$ cat config.mk
export PLATFORM = sky130hd
export DESIGN_NAME = scs_ctrl
export DESIGN_NICKNAME = d
export VERILOG_FILES = /design/src/common/scs_pkg.sv /design/src/hw/scs_sync.sv /design/src/hw/scs_ctrl.sv
export SDC_FILE = /design/constraint.sdc
export NUM_CORES = 1
export LEC_CHECK = 0
export BUFFER_PORTS_ARGS = -buffer_cell sky130_fd_sc_hd__buf_2
export CAP_MARGIN = 10
export CORE_AREA = 2 2 122 124
export DETAILED_ROUTE_END_ITERATION = 8
export DIE_AREA = 0 0 124 126
export PLACE_DENSITY_LB_ADDON = 0.12
export SKIP_LAST_GASP = 1
export SLEW_MARGIN = 20
export SYNTH_ARGS = -nofsm -noshare
export SYNTH_HDL_FRONTEND = slang
export SYNTH_SLANG_ARGS = --single-unit
$ cat constraint.sdc
create_clock -name sys_clk -period 4 [get_ports sys_clk]
set_input_delay 0.2 -clock sys_clk [delete_from_list [all_inputs] [get_ports sys_clk]]
set_output_delay 0.2 -clock sys_clk [all_outputs]
set_load 0.01 [all_outputs]
$ cat src/common/scs_pkg.sv
// Functional notes
// - mode 0: both clock selects low gives port pin; low select 1 with high select 0 outputs clock.
// - mode 1 with both selects low drives clock pin constantly low.
// - mode 1, high select 1, low select 0 drives clock pin high.
// - mode 1 with low select 1 outputs the clock regardless.
// - smart card timing always uses the internal clock, never external.
// - error flag sets when card drives error signal low during transmission.
// - error flag clears only by writing 0 after reading 1.
// - clearing transmit enable leaves the error flag unchanged.
// - no framing error detection; status bit 4 reports error signal.
// - done flag clears on writing 0 to empty flag after reading 1.
// - done flag sets while transmit enable and error flag are both 0.
// - mode 0: done flag sets 2.5 etu after character, empty and no error.
// - mode 1: done flag sets 1.0 etu after character, empty and no error.
// - reset and standby set done and empty flags, clear error flag.
// - status bits 7..3 accept only written 0; done flag hardware only.
// - mode select is bit 7 of serial mode register.
// - smart card behaviour active only while smart card enable is 1.
// - clock output frequency is 372 times the bit rate.
package scs_pkg;

    // ****************************************
    // register map
    // ****************************************
    localparam logic [7:0] ADDR_MODE = 8'h00;
    localparam logic [7:0] ADDR_RATE = 8'h04;
    localparam logic [7:0] ADDR_CTRL = 8'h08;
    localparam logic [7:0] ADDR_TXDATA = 8'h0c;
    localparam logic [7:0] ADDR_STAT = 8'h10;
    localparam logic [7:0] ADDR_CARDMODE = 8'h18;

    localparam logic [7:0] RST_MODE = 8'h00;
    localparam logic [7:0] RST_RATE = 8'hff;
    localparam logic [7:0] RST_CTRL = 8'h00;
    localparam logic [7:0] RST_TXDATA = 8'hff;
    localparam logic [7:0] RST_CARDMODE = 8'h00;

    // ****************************************
    // field positions
    // ****************************************
    localparam int MODE_GSM_BIT = 7;
    localparam int CTRL_TE_BIT = 5;
    localparam int CTRL_CLOCK_OUT_SEL_HI_BIT = 1;
    localparam int CTRL_CLOCK_OUT_SEL_LO_BIT = 0;
    localparam int CARD_ENABLE_BIT = 0;
    localparam int STAT_TX_DATA_EMPTY_FLAG_BIT = 7;
    localparam int STAT_ERS_BIT = 4;
    localparam int STAT_TRANSMIT_DONE_FLAG_BIT = 2;
    localparam logic [7:0] CTRL_WMASK = 8'hf3;
    localparam logic [7:0] CARDMODE_WMASK = 8'h0d;

    // ****************************************
    // timing, in half-etu steps from start bit
    // ****************************************
    localparam int CLK_PER_ETU = 372;
    localparam logic [7:0] SCK_PER_HALF_ETU = 8'(CLK_PER_ETU / 2);
    localparam int FRAME_ETU = 10;
    localparam int GUARD_ETU = 2;
    localparam int TRANSMIT_DONE_FLAG_GM0_ETU_X10 = 25;
    localparam int TRANSMIT_DONE_FLAG_GM1_ETU_X10 = 10;
    localparam int RETRY_ETU = 4;
    localparam logic [4:0] HALF_FRAME_END = 5'(FRAME_ETU * 2);
    localparam logic [4:0] HALF_ERR_WIN = 5'(FRAME_ETU * 2 + 1);
    localparam logic [4:0] HALF_TRANSMIT_DONE_FLAG_GM0 = 5'(FRAME_ETU * 2 + TRANSMIT_DONE_FLAG_GM0_ETU_X10 / 5);
    localparam logic [4:0] HALF_TRANSMIT_DONE_FLAG_GM1 = 5'(FRAME_ETU * 2 + TRANSMIT_DONE_FLAG_GM1_ETU_X10 / 5);
    localparam logic [4:0] HALF_NEXT = 5'((FRAME_ETU + GUARD_ETU) * 2);
    localparam logic [4:0] HALF_RETRY = 5'((FRAME_ETU + RETRY_ETU) * 2);

    typedef enum logic [1:0] {TX_IDLE, TX_FRAME} scs_tx_e;

    typedef struct packed {
        logic [7:0] addr;
        logic [7:0] wdata;
        logic wr;
        logic rd;
    } scs_req_s;

    typedef struct packed {
        logic out;
        logic oe;
    } scs_pin_s;

endpackage

$ cat src/hw/scs_sync.sv
module scs_sync (
    input wire logic sys_clk,
    input wire logic reset,
    input wire logic din,
    output logic dout
);

    typedef struct packed {
        logic meta;
        logic stable;
    } scs_sync_s;

    scs_sync_s st_r;
    scs_sync_s st_nxt;

    always_comb begin
        st_nxt.meta = din;
        st_nxt.stable = st_r.meta;
    end

    always_ff @(posedge sys_clk) begin
        if (reset) begin
            st_r <= '{meta: 1'b1, stable: 1'b1};
        end else begin
            st_r <= st_nxt;
        end
    end

    assign dout = st_r.stable;

endmodule

$ cat src/hw/scs_ctrl.sv
// The implementer's own choices: the placing of the registers and strobed register access.
module scs_ctrl (
    input wire logic sys_clk,
    input wire logic reset,
    input wire logic standby,
    input wire scs_pkg::scs_req_s req,
    output logic [7:0] rdata,
    input wire logic line_in,
    output scs_pkg::scs_pin_s line_pin,
    output scs_pkg::scs_pin_s sck_pin
);

    // ****************************************
    // state
    // ****************************************
    typedef struct packed {
        logic [7:0] mode;
        logic [7:0] rate;
        logic [7:0] ctrl;
        logic [7:0] txdata;
        logic [7:0] cardmode;
        logic tx_data_empty_flag;
        logic error_signal_flag;
        logic transmit_done_flag;
        logic seen_tx_data_empty_flag;
        logic seen_ers;
        scs_pkg::scs_tx_e tx;
        logic [4:0] half;
        logic [9:0] shift;
        logic [7:0] div_cnt;
        logic [7:0] sck_cnt;
        logic sck_lvl;
        logic [7:0] rdata;
        scs_pkg::scs_pin_s line;
        scs_pkg::scs_pin_s sck;
    } scs_state_s;

    scs_state_s st_r;
    scs_state_s st_nxt;
    logic line_sync;

    scs_sync u_line_sync (
        .sys_clk(sys_clk),
        .reset(reset),
        .din(line_in),
        .dout(line_sync)
    );

    // ****************************************
    // decoded controls
    // ****************************************
    logic gsm_mode_select;
    logic clock_out_sel_hi;
    logic clock_out_sel_lo;
    logic transmit_enable;
    logic smartcard_enable;
    logic [7:0] status_rd;

    always_comb begin
        gsm_mode_select = st_r.mode[scs_pkg::MODE_GSM_BIT];
        clock_out_sel_hi = st_r.ctrl[scs_pkg::CTRL_CLOCK_OUT_SEL_HI_BIT];
        clock_out_sel_lo = st_r.ctrl[scs_pkg::CTRL_CLOCK_OUT_SEL_LO_BIT];
        transmit_enable = st_r.ctrl[scs_pkg::CTRL_TE_BIT];
        smartcard_enable = st_r.cardmode[scs_pkg::CARD_ENABLE_BIT];
        status_rd = 8'h00;
        status_rd[scs_pkg::STAT_TX_DATA_EMPTY_FLAG_BIT] = st_r.tx_data_empty_flag;
        status_rd[scs_pkg::STAT_ERS_BIT] = st_r.error_signal_flag;
        status_rd[scs_pkg::STAT_TRANSMIT_DONE_FLAG_BIT] = st_r.transmit_done_flag;
    end

    // ****************************************
    // next state
    // ****************************************
    logic half_tick;
    logic sck_rise;
    logic stat_wr;
    logic [4:0] half_step;
    logic [4:0] transmit_done_flag_half;

    always_comb begin
        st_nxt = st_r;
        half_tick = 1'b0;
        sck_rise = 1'b0;
        stat_wr = req.wr && (req.addr == scs_pkg::ADDR_STAT);
        half_step = st_r.half + 5'h01;
        transmit_done_flag_half = gsm_mode_select ? scs_pkg::HALF_TRANSMIT_DONE_FLAG_GM1 : scs_pkg::HALF_TRANSMIT_DONE_FLAG_GM0;

        // baud generator: always internal, smart card mode only
        if (smartcard_enable) begin
            if (st_r.div_cnt == st_r.rate) begin
                st_nxt.div_cnt = 8'h00;
                st_nxt.sck_lvl = !st_r.sck_lvl;
                sck_rise = !st_r.sck_lvl;
            end else begin
                st_nxt.div_cnt = st_r.div_cnt + 8'h01;
            end
            if (sck_rise) begin
                // half etu every 186 clock periods
                if (st_r.sck_cnt == scs_pkg::SCK_PER_HALF_ETU - 8'h01) begin
                    st_nxt.sck_cnt = 8'h00;
                    half_tick = 1'b1;
                end else begin
                    st_nxt.sck_cnt = st_r.sck_cnt + 8'h01;
                end
            end
        end else begin
            st_nxt.div_cnt = 8'h00;
            st_nxt.sck_cnt = 8'h00;
            st_nxt.sck_lvl = 1'b0;
        end

        // clock pin function
        st_nxt.sck = '{out: 1'b0, oe: 1'b0};
        if (smartcard_enable) begin
            if (!gsm_mode_select) begin
                if (!clock_out_sel_hi && clock_out_sel_lo) begin
                    st_nxt.sck = '{out: st_nxt.sck_lvl, oe: 1'b1};
                end
            end else if (clock_out_sel_lo) begin
                st_nxt.sck = '{out: st_nxt.sck_lvl, oe: 1'b1};
            end else if (clock_out_sel_hi) begin
                st_nxt.sck = '{out: 1'b1, oe: 1'b1};
            end else begin
                st_nxt.sck = '{out: 1'b0, oe: 1'b1};
            end
        end

        // register writes
        if (req.wr) begin
            case (req.addr)
                scs_pkg::ADDR_MODE: st_nxt.mode = req.wdata;
                scs_pkg::ADDR_RATE: st_nxt.rate = req.wdata;
                scs_pkg::ADDR_CTRL: st_nxt.ctrl = req.wdata & scs_pkg::CTRL_WMASK;
                scs_pkg::ADDR_TXDATA: st_nxt.txdata = req.wdata;
                scs_pkg::ADDR_CARDMODE: st_nxt.cardmode = req.wdata & scs_pkg::CARDMODE_WMASK;
                default: st_nxt.mode = st_nxt.mode;
            endcase
        end

        // read-one then write-zero clears
        if (stat_wr) begin
            if (!req.wdata[scs_pkg::STAT_TX_DATA_EMPTY_FLAG_BIT] && st_r.seen_tx_data_empty_flag) begin
                st_nxt.tx_data_empty_flag = 1'b0;
                st_nxt.transmit_done_flag = 1'b0;
            end
            if (!req.wdata[scs_pkg::STAT_ERS_BIT] && st_r.seen_ers) begin
                st_nxt.error_signal_flag = 1'b0;
            end
            st_nxt.seen_tx_data_empty_flag = 1'b0;
            st_nxt.seen_ers = 1'b0;
        end

        // register reads
        st_nxt.rdata = 8'h00;
        if (req.rd) begin
            case (req.addr)
                scs_pkg::ADDR_MODE: st_nxt.rdata = st_r.mode;
                scs_pkg::ADDR_RATE: st_nxt.rdata = st_r.rate;
                scs_pkg::ADDR_CTRL: st_nxt.rdata = st_r.ctrl;
                scs_pkg::ADDR_TXDATA: st_nxt.rdata = st_r.txdata;
                scs_pkg::ADDR_CARDMODE: st_nxt.rdata = st_r.cardmode;
                scs_pkg::ADDR_STAT: begin
                    st_nxt.rdata = status_rd;
                    st_nxt.seen_tx_data_empty_flag = st_r.tx_data_empty_flag;
                    st_nxt.seen_ers = st_r.error_signal_flag;
                end
                default: st_nxt.rdata = 8'h00;
            endcase
        end

        // transmitter
        case (st_r.tx)
            scs_pkg::TX_IDLE: begin
                st_nxt.line = '{out: 1'b1, oe: 1'b0};
                if (smartcard_enable && transmit_enable && !st_r.tx_data_empty_flag && !st_r.error_signal_flag) begin
                    st_nxt.shift = {^st_r.txdata, st_r.txdata, 1'b0};
                    st_nxt.tx_data_empty_flag = 1'b1;
                    st_nxt.tx = scs_pkg::TX_FRAME;
                    st_nxt.half = 5'h00;
                    st_nxt.sck_cnt = 8'h00;
                    st_nxt.line = '{out: 1'b0, oe: 1'b1};
                end
            end
            scs_pkg::TX_FRAME: begin
                // error signal sampled in the window after parity
                if (st_r.half == scs_pkg::HALF_ERR_WIN && !line_sync) begin
                    st_nxt.error_signal_flag = 1'b1;
                end
                if (half_tick) begin
                    st_nxt.half = half_step;
                    if (half_step < scs_pkg::HALF_FRAME_END) begin
                        st_nxt.line = '{out: st_r.shift[half_step[4:1]], oe: 1'b1};
                    end else begin
                        st_nxt.line = '{out: 1'b1, oe: 1'b0};
                    end
                    if (half_step == transmit_done_flag_half && st_nxt.tx_data_empty_flag && !st_r.error_signal_flag) begin
                        st_nxt.transmit_done_flag = 1'b1;
                    end
                    if (st_r.error_signal_flag) begin
                        // same character again after guard
                        if (half_step == scs_pkg::HALF_RETRY) begin
                            st_nxt.half = 5'h00;
                            st_nxt.line = '{out: 1'b0, oe: 1'b1};
                        end
                    end else if (half_step >= scs_pkg::HALF_NEXT && half_step >= transmit_done_flag_half) begin
                        st_nxt.tx = scs_pkg::TX_IDLE;
                    end else if (half_step == scs_pkg::HALF_NEXT && !st_nxt.tx_data_empty_flag && transmit_enable) begin
                        st_nxt.shift = {^st_r.txdata, st_r.txdata, 1'b0};
                        st_nxt.tx_data_empty_flag = 1'b1;
                        st_nxt.half = 5'h00;
                        st_nxt.line = '{out: 1'b0, oe: 1'b1};
                    end
                end
                if (!smartcard_enable) begin
                    st_nxt.tx = scs_pkg::TX_IDLE;
                    st_nxt.line = '{out: 1'b1, oe: 1'b0};
                end
            end
            default: begin
                st_nxt.tx = scs_pkg::TX_IDLE;
            end
        endcase

        // transmitter off and no error pending
        if (!transmit_enable && !st_r.error_signal_flag) begin
            st_nxt.transmit_done_flag = 1'b1;
        end
        if (!transmit_enable) begin
            st_nxt.tx = scs_pkg::TX_IDLE;
            st_nxt.line = '{out: 1'b1, oe: 1'b0};
        end
    end

    // ****************************************
    // registers
    // ****************************************
    always_ff @(posedge sys_clk) begin
        if (reset || standby) begin
            st_r.mode <= scs_pkg::RST_MODE;
            st_r.rate <= scs_pkg::RST_RATE;
            st_r.ctrl <= scs_pkg::RST_CTRL;
            st_r.txdata <= scs_pkg::RST_TXDATA;
            st_r.cardmode <= scs_pkg::RST_CARDMODE;
            st_r.tx_data_empty_flag <= 1'b1;
            st_r.error_signal_flag <= 1'b0;
            st_r.transmit_done_flag <= 1'b1;
            st_r.seen_tx_data_empty_flag <= 1'b0;
            st_r.seen_ers <= 1'b0;
            st_r.tx <= scs_pkg::TX_IDLE;
            st_r.half <= 5'h00;
            st_r.shift <= 10'h000;
            st_r.div_cnt <= 8'h00;
            st_r.sck_cnt <= 8'h00;
            st_r.sck_lvl <= 1'b0;
            st_r.rdata <= 8'h00;
            st_r.line <= '{out: 1'b1, oe: 1'b0};
            st_r.sck <= '{out: 1'b0, oe: 1'b0};
        end else begin
            st_r <= st_nxt;
        end
    end

    assign rdata = st_r.rdata;
    assign line_pin = st_r.line;
    assign sck_pin = st_r.sck;

endmodule

==> results.txt, run 1 <==
- CTS tree: yes
* Kind of end point of the critical path: flip-flop
- Final count of negative-setup-slack endpoints: 0
* Most area-hungry cell type in the Yosys netlist: dfxtp_1
- Clock-pin slew was measured on the worst setup and hold paths at 70 ps.
* Run status: finished, final reports clean
- Tracing the worst setup path back leads to its startpoint at st_r[39].
* Initial antenna violation count: 0
- The congestion estimate from routability-driven global placement came to 0.839.
* Type of element launching the critical path: flip-flop
* Most used flip-flop cell after synthesis: dfxtp_1
- The critical path goes through ha_1, xor2_1, ha_1, a21o_1, a21oi_1, o311ai_4, o21ai_1, nand2_2, mux2i_1.
* Final count of pins violating max slew: 0
- Detailed routing inserted a total of 3721 vias.
- Power spread over the standard cell area amounts to approximately 360 nW/um^2.
* Instance count of the mapped netlist: 513
- Half-perimeter wire length after placement: 8270 um
- First-pass GRT wire length: around 18000 um
- Using the TritonRoute via totals, the vias-per-cell ratio works out to 5.20.
- At the pin with the least slew margin, the transition time is 653 ps.
- H-tree levels: 3
- Residual DRC: 0
- Pin count of the biggest net entering global routing: 34
- The placed instances occupy a cell area of around 4500 um^2.
- The worst register-to-register path has a depth of 9.
* Biggest area contributors in the synthesized netlist: dfxtp_1 (40%), nand2_1 (7.8%), nand3_1 (7.2%)
- Synthesized Nets: 546
* End point of the critical path: st_r[32]
- For this run, the post-layout net count is 560.
* Min setup slack post-route: 504 ps
* Tcrit/Tclk final: 87.4%
- At the worst endpoint, the required time is about 4200 ps.
* Number of library cell types mapped by synthesis: 61
- Number of global-route vias before repair: 3356
- The tree is rooted in a clkbuf_16.
- Length of the first detailed-routing pass in iterations: 4
- Of all nets on the critical path, the largest fanout is 14.
* Achievable frequency: 286 MHz
* Floorplan die width: 124 um
- Count of buffers inserted at the top-level ports: 33
- Hold Vio Cnt, Final: 0
* Signal arrival time at the worst endpoint: 3720 ps
- Number of max-cap violations: 0
- Number of design-rule violations left by the first detailed-router iteration: slightly below 400
- Number of register bits inferred by synthesis: 84
- The largest individual stage delay along the critical path comes from the cell dfxtp_1.
* Post-route ant nets: 0
- GR Overflow Total: 0
- DR WL/cell: 16.3 um
* Worst vdd rail ir drop: around 180 uV
- Among the stages of the critical path, the cell type that occurs most often is ha_1.
- Top-level port count: 34
- Once the clock tree was built, the setup fixing pass inserted 0 buffers.
- Leak Pwr: 1.78 nW
* Reg2reg setup slack: 500 ps
* Number of diodes added for antenna fixing: 0
- The path class of the tightest hold or removal check is input port to flip-flop.
* Capture instance of the worst register-to-register path: st_r[32]
- Number of fill cells: 1508
- Headroom to the max-slew limit: 56.3%
- Total of hold buffers inserted after clock tree synthesis: 0
- Synth Cell Area: 4240 um^2
* Number of synthesized flops with an enable pin: 0
- Number of placement rows: 44
- Clock buffer count from CTS: 9
- Longest individual stage delay on the worst path: around 620 ps
* # resized after CTS: 0
- Before CTS, the worst setup slack after placement is 577 ps.
* Area growth from synthesis to final layout: 12.9%
- Proportion of synthesized flip-flops having asynchronous set or reset: 0%
* Worst skew pair latency: 350 ps
* Final Skew: ~10 ps
- Portion of the post-synthesis area used by sequential elements: around two fifths
* Worst hold margin: 35.7 ps
* Unrepaired setup endpoints after global routing: false
* Share of the synthesized area in the top cell type: 39.7%
- Die area: between 15000 and 20000 um^2
- The worst setup path is of the flip-flop to flip-flop kind.
- The initial utilization of the core area, before any placement, comes to between 20 and 30%.
- After floorplanning, the core was sized to cover 14300 um^2.
- Launch point of the worst reg-to-reg path: st_r[39]
- Overall global routing resource usage: 15.4%
- Die span in y: 126 um
- Post-Synthesis Mean Instance Area: 8.26 um^2
* Layout cell share with drive strength beyond 1: 13.5%
- In this run the deepest clock path goes through 2 buffers.
* Yosys synthesis warning count: 0
- For the final routed database, the setup TNS stands at 0 ps.
* Summed area of non-filler cells in the final layout: 4790 um^2
* Routed wire length: 11700 um
- Number of sinks driven by the clock tree: 84
* Minimum clock period after layout: between 3000 and 4000 ps
## cell usage in the layout (no fill, tap or decap), drive strengths merged, types with 16 or more instances in the layout
| cell type | instances |
|---|---|
| a21oi | 32 |
| nand3 | 61 |
| dfxtp | 84 |
| xor2 | 19 |
| a22oi | 17 |
| inv | 16 |
| buf | 40 |
| nand2 | 89 |
| nor2 | 34 |
## metal layers
metal | GRT usage [%] | share of wire, %
met1 | 21.6 | 48
met2 | 22.6 | 45
met3 | 2.99 | 4.5
met4 | 7.40 | 2.4
met5 | 0 | 0
## cells by family (layout without fill, tap and decap cells)
kind of cell | count (synthesis) | in the layout | synth area share [%]
xor gates and xnor gates | 32 | 32 | 6.61
AOI/OAI and AO/OA | 94 | 94 | 15.6
buffers and inverters | 49 | 68 | 5.70
and+or+nand+nor | 229 | 229 | 25.9
muxes | 14 | 14 | 3.34
DFF | 84 | 84 | 39.7
adders and majority gates | 11 | 11 | 3.25
## registers in the layout, summed over array words and instances (netlist names)
register,flops
clock_out_sel_hi,1
clock_out_sel_lo,1
gsm_mode_select,1
line_pin,2
rdata,8
sck_pin,2
smartcard_enable,1
st_r,66
u_line_sync.dout,1
u_line_sync.st_nxt,1
## where the power goes
part,switching [mW],total [mW],internal [mW]
combinational,0.0357,0.0513,0.0156
sequential,0.000515,0.837,0.837
clock,0.380,0.830,0.450
## worst max-delay path: cells and delay by family, from the launching register on
| kind | cells | cell delay, ps |
|---|---|---|
| simple gates | 1 | 240 |
| flops | 1 | 620 |
| mux | 1 | 190 |
| fa+ha+maj | 2 | 840 |
| xor+xnor | 1 | 570 |
| compound gates | 4 | 900 |
## synthesized netlist by cell type, types with 5 or more instances
| library cell | number |
|---|---|
| xnor2_1 | 13 |
| a21o_1 | 6 |
| xor2_1 | 19 |
| nor3_1 | 5 |
| nand2_1 | 88 |
| a21oi_1 | 32 |
| clkbuf_1 | 18 |
| dfxtp_1 | 84 |
| a31oi_1 | 9 |
| a22oi_1 | 17 |
| mux2i_1 | 13 |
| nor2_1 | 32 |
| inv_1 | 12 |
| buf_4 | 12 |
| ha_1 | 11 |
| nand3_1 | 61 |
| o21ai_0 | 8 |
## metrics by stage
step | power (mW) | cells | util (%)
after floorplan | 0.882 | 513 | -
after global placement | 0.908 | 700 | 31.4
after detailed placement | 0.908 | 700 | 31.4
after CTS | 1.74 | 716 | 33.4
after global routing | 1.79 | 716 | 33.4
final | 1.72 | 716 | 33.4
## worst min path at each step
stage / from / end / slack, ps / cells after the start
after floorplan: line_in / u_line_sync.st_nxt[0] / 300 / 1
after detailed placement: line_in / u_line_sync.st_nxt[0] / 390 / 2
after global routing: line_in / u_line_sync.st_nxt[0] / 30 / 2
after global placement: line_in / u_line_sync.st_nxt[0] / 380 / 2
after CTS: line_in / u_line_sync.st_nxt[0] / 20 / 2
final: line_in / u_line_sync.st_nxt[0] / 40 / 2
## final cells by class
class / count / area [um^2] / share of cell area, %
repair buffers: 40 / 218 / 4.55
well taps: 184 / 230 / 4.81
inverters: 12 / 45.0 / 0.941
flip-flops and latches: 84 / 1680 / 35.1
multi-input cells: 380 / 2320 / 48.4
clock buffers: 10 / 239 / 4.99
clock inverters: 6 / 53.8 / 1.12
Power figures use the tool's default switching activity.
==> run 2: changes to the inputs <==
--- a/config.mk
+++ b/config.mk
@@ -7,6 +7,8 @@
 export LEC_CHECK = 0
 export BUFFER_PORTS_ARGS = -buffer_cell sky130_fd_sc_hd__buf_2
 export CAP_MARGIN = 10
+export CELL_PAD_IN_SITES_DETAIL_PLACEMENT = 1
+export CELL_PAD_IN_SITES_GLOBAL_PLACEMENT = 1
 export CORE_AREA = 2 2 122 124
 export DETAILED_ROUTE_END_ITERATION = 8
 export DIE_AREA = 0 0 124 126
==> run 2 against run 1 <==
Die area unchanged. Hold slack got worse by 6.5 ps. Register-to-register slack improved by 20 ps. Clock power decreased by 2%. Utilization decreased by 0.11 points. Via count decreased by 1.5%. Non-clock buffer count decreased by 1. Combinational power increased by 2%.
==> results.txt, run 2 (synthesized netlist as in run 1, its figures left out) <==
- Run status: finished, final reports clean
- Once the clock tree was built, the setup fixing pass inserted 0 buffers.
- Setup repair after global routing left no endpoint under its margin.
- Deepest clock path buffer count: 2
* Highest-count cells in the layout ignoring fill and taps: nand2_1 (88), dfxtp_1 (84), nand3_1 (61)
- Final count of pins violating max slew: 0
* GPL Wtd Cong: 0.821
- Max FFs per register: 66
- Overall global routing resource usage: 17.1%
- Kind of end point of the critical path: flip-flop
- The repair_antennas step left the layout with diodes totalling 0.
* Count of buffers inserted at the top-level ports: 33
- Routed wire length: 12600 um
- In this run, the clock network consumes 47.7% of the power.
- Clock buffer count from CTS: 9
- The HPWL after detailed placement is roughly 9000 um.
- Biggest fanout along the worst timing path: 14
- Total vias in the final route: approximately 3700
- Tcrit/Tclk final: 86.9%
* GR Overflow Total: 0
- Hold Vio Cnt, Final: 0
- DR WL/cell: ~18 um
* Layout cell share with drive strength beyond 1: 13.4%
- Slew at the pin with the worst max-slew slack: 751 ps
* Type of element launching the critical path: flip-flop
- In this run the clock root is driven by a clkbuf_16.
- Leak Pwr: about 1.8 nW
- Top flop regs: st_r x66, rdata x8
- The path class of the tightest hold or removal check is input port to flip-flop.
* Number of placement rows: 44
- Measured on the finished design, the core utilization comes to 33.3%.
- The worst path needs between 3000 and 4000 ps of the cycle, external delays included.
* Die span in y: 126 um
- The number of global-route vias before repair was 3744.
- Length of the first detailed-routing pass in iterations: 4
- Per report_power, the combinational group accounts for 3.1% of the total.
- Timing would allow up to 288 MHz.
* Total of hold buffers inserted after clock tree synthesis: 0
* Int Pwr: around 1.3 mW
- At the later pin of the worst-skew pair, clock insertion delay measures 350 ps.
- Total design power: approximately 1.7 mW
- Critical setup path kind: flip-flop to flip-flop
* Area growth from synthesis to final layout: 12.5%
- Final Skew: 8.42 ps
* Largest reg by FF count: st_r
- At the worst endpoint, the arrival time is around 3700 ps.
- TritonCTS built the clock tree.
- Setup violations remaining at the end of the flow were counted as 0.
- The tool flagged a number of max-cap violations equal to 0.
- Starting Density: 29.6%
- The floorplan step defined a die boundary enclosing approximately 16000 um^2.
- Residual DRC: 0
* Required time of the critical path: 4220 ps
- Post-route ant nets: 0
- Final net count: 559
* Floorplan die width: around 120 um
- CTS clock-pin slew for the worst setup and hold paths: 70 ps
- Headroom to the max-slew limit: 49.4%
- In the routed layout, each cell is associated on average with a via count of about 5.1.
- Number of design-rule violations left by the first detailed-router iteration: around 140
- Commonest non-fill, non-tap cell in the layout: nand2_1
- After clock tree synthesis, the repair step resized 0 gates.
- Switching power as a share of total power: 24.0%
- The number of antenna violations at the first check in global routing is 0.
- Switch Pwr: 0.408 mW
- First-pass GRT wire length: ~20000 um
- Number of sinks driven by the clock tree: 84
- Relative contribution of sequential cells to total power: 49.2%
- Top-level port count: 34
* Power density normalized to cell area: ~360 nW/um^2
- H-tree levels: 3
- Entering global routing, the biggest net connects 34 pins.
- After floorplanning, the core was sized to cover 14300 um^2.
* Setup TNS: 0 ps
- The worst-case IR drop observed on VDD is 181 uV.
run 2: cell count changes in the layout (fill, tap and decap cells not counted):
| cell | previous run | this run |
|---|---|---|
| inv_6 | 3 | 2 |
| clkinv_4 | 1 | 0 |
| buf_4 | 7 | 6 |
| inv_8 | 1 | 0 |
| clkinv_2 | 0 | 1 |
| clkinvlp_4 | 1 | 3 |
run 2: power by group through the flow:
| stage | combinational [mW] | clock (mW) | sequential, mW |
|---|---|---|---|
| final | 0.0521 | 0.812 | 0.838 |
| after global routing | 0.0566 | 0.877 | 0.837 |
| after CTS | 0.0532 | 0.833 | 0.837 |
| after detailed placement | 0.0530 | 0 | 0.857 |
| after global placement | 0.0527 | 0 | 0.857 |
| after floorplan | 0.0253 | 0 | 0.856 |
run 2: final timing paths:
check / to / depth (start not counted) / startpoint / slack (ps)
setup / recovery: st_r[35] / 9 / st_r[39] / 520
hold / removal: u_line_sync.st_nxt[0] / 2 / line_in / 30
setup reg to reg: st_r[35] / 9 / st_r[39] / 520
hold reg to reg: u_line_sync.dout / 1 / u_line_sync.st_nxt[0] / 410
run 2: cell type report:
class	count	area, um^2
multi-input cells	380	2320
well taps	184	230
clock buffers	10	239
inverters	12	45.0
clock inverters	6	45.0
fillers	1714	9540
flip-flops and latches	84	1680
repair buffers	39	210
run 2: layer usage:
layer	track usage [%]	share of wire (%)	wire length (um)
met1	22.2	47	5950
met2	27.6	47	5900
met3	3.26	3.2	404
met4	6.94	2.5	319
met5	0	0	0
run 2: worst max-delay path: stages, from the launching register on:
cell	delay, ps
dfxtp_1	620
ha_1	480
xor2_1	530
ha_1	360
a21o_1	160
a21oi_1	300
o311ai_4	190
o21ai_1	280
nand2_2	250
mux2i_1	180
run 2: through the flow:
| stage | setup WS (ps) | instance area, um^2 | instances | hold slack [ps] |
|---|---|---|---|---|
| floorplan | 1260 | 4240 | 513 | 304 |
| global placement | 734 | 4490 | 699 | 386 |
| detailed placement | 580 | 4490 | 699 | 389 |
| CTS | 543 | 4770 | 715 | 21.9 |
| global route | 257 | 4770 | 715 | 27.9 |
| finish | 523 | 4770 | 715 | 29.2 |
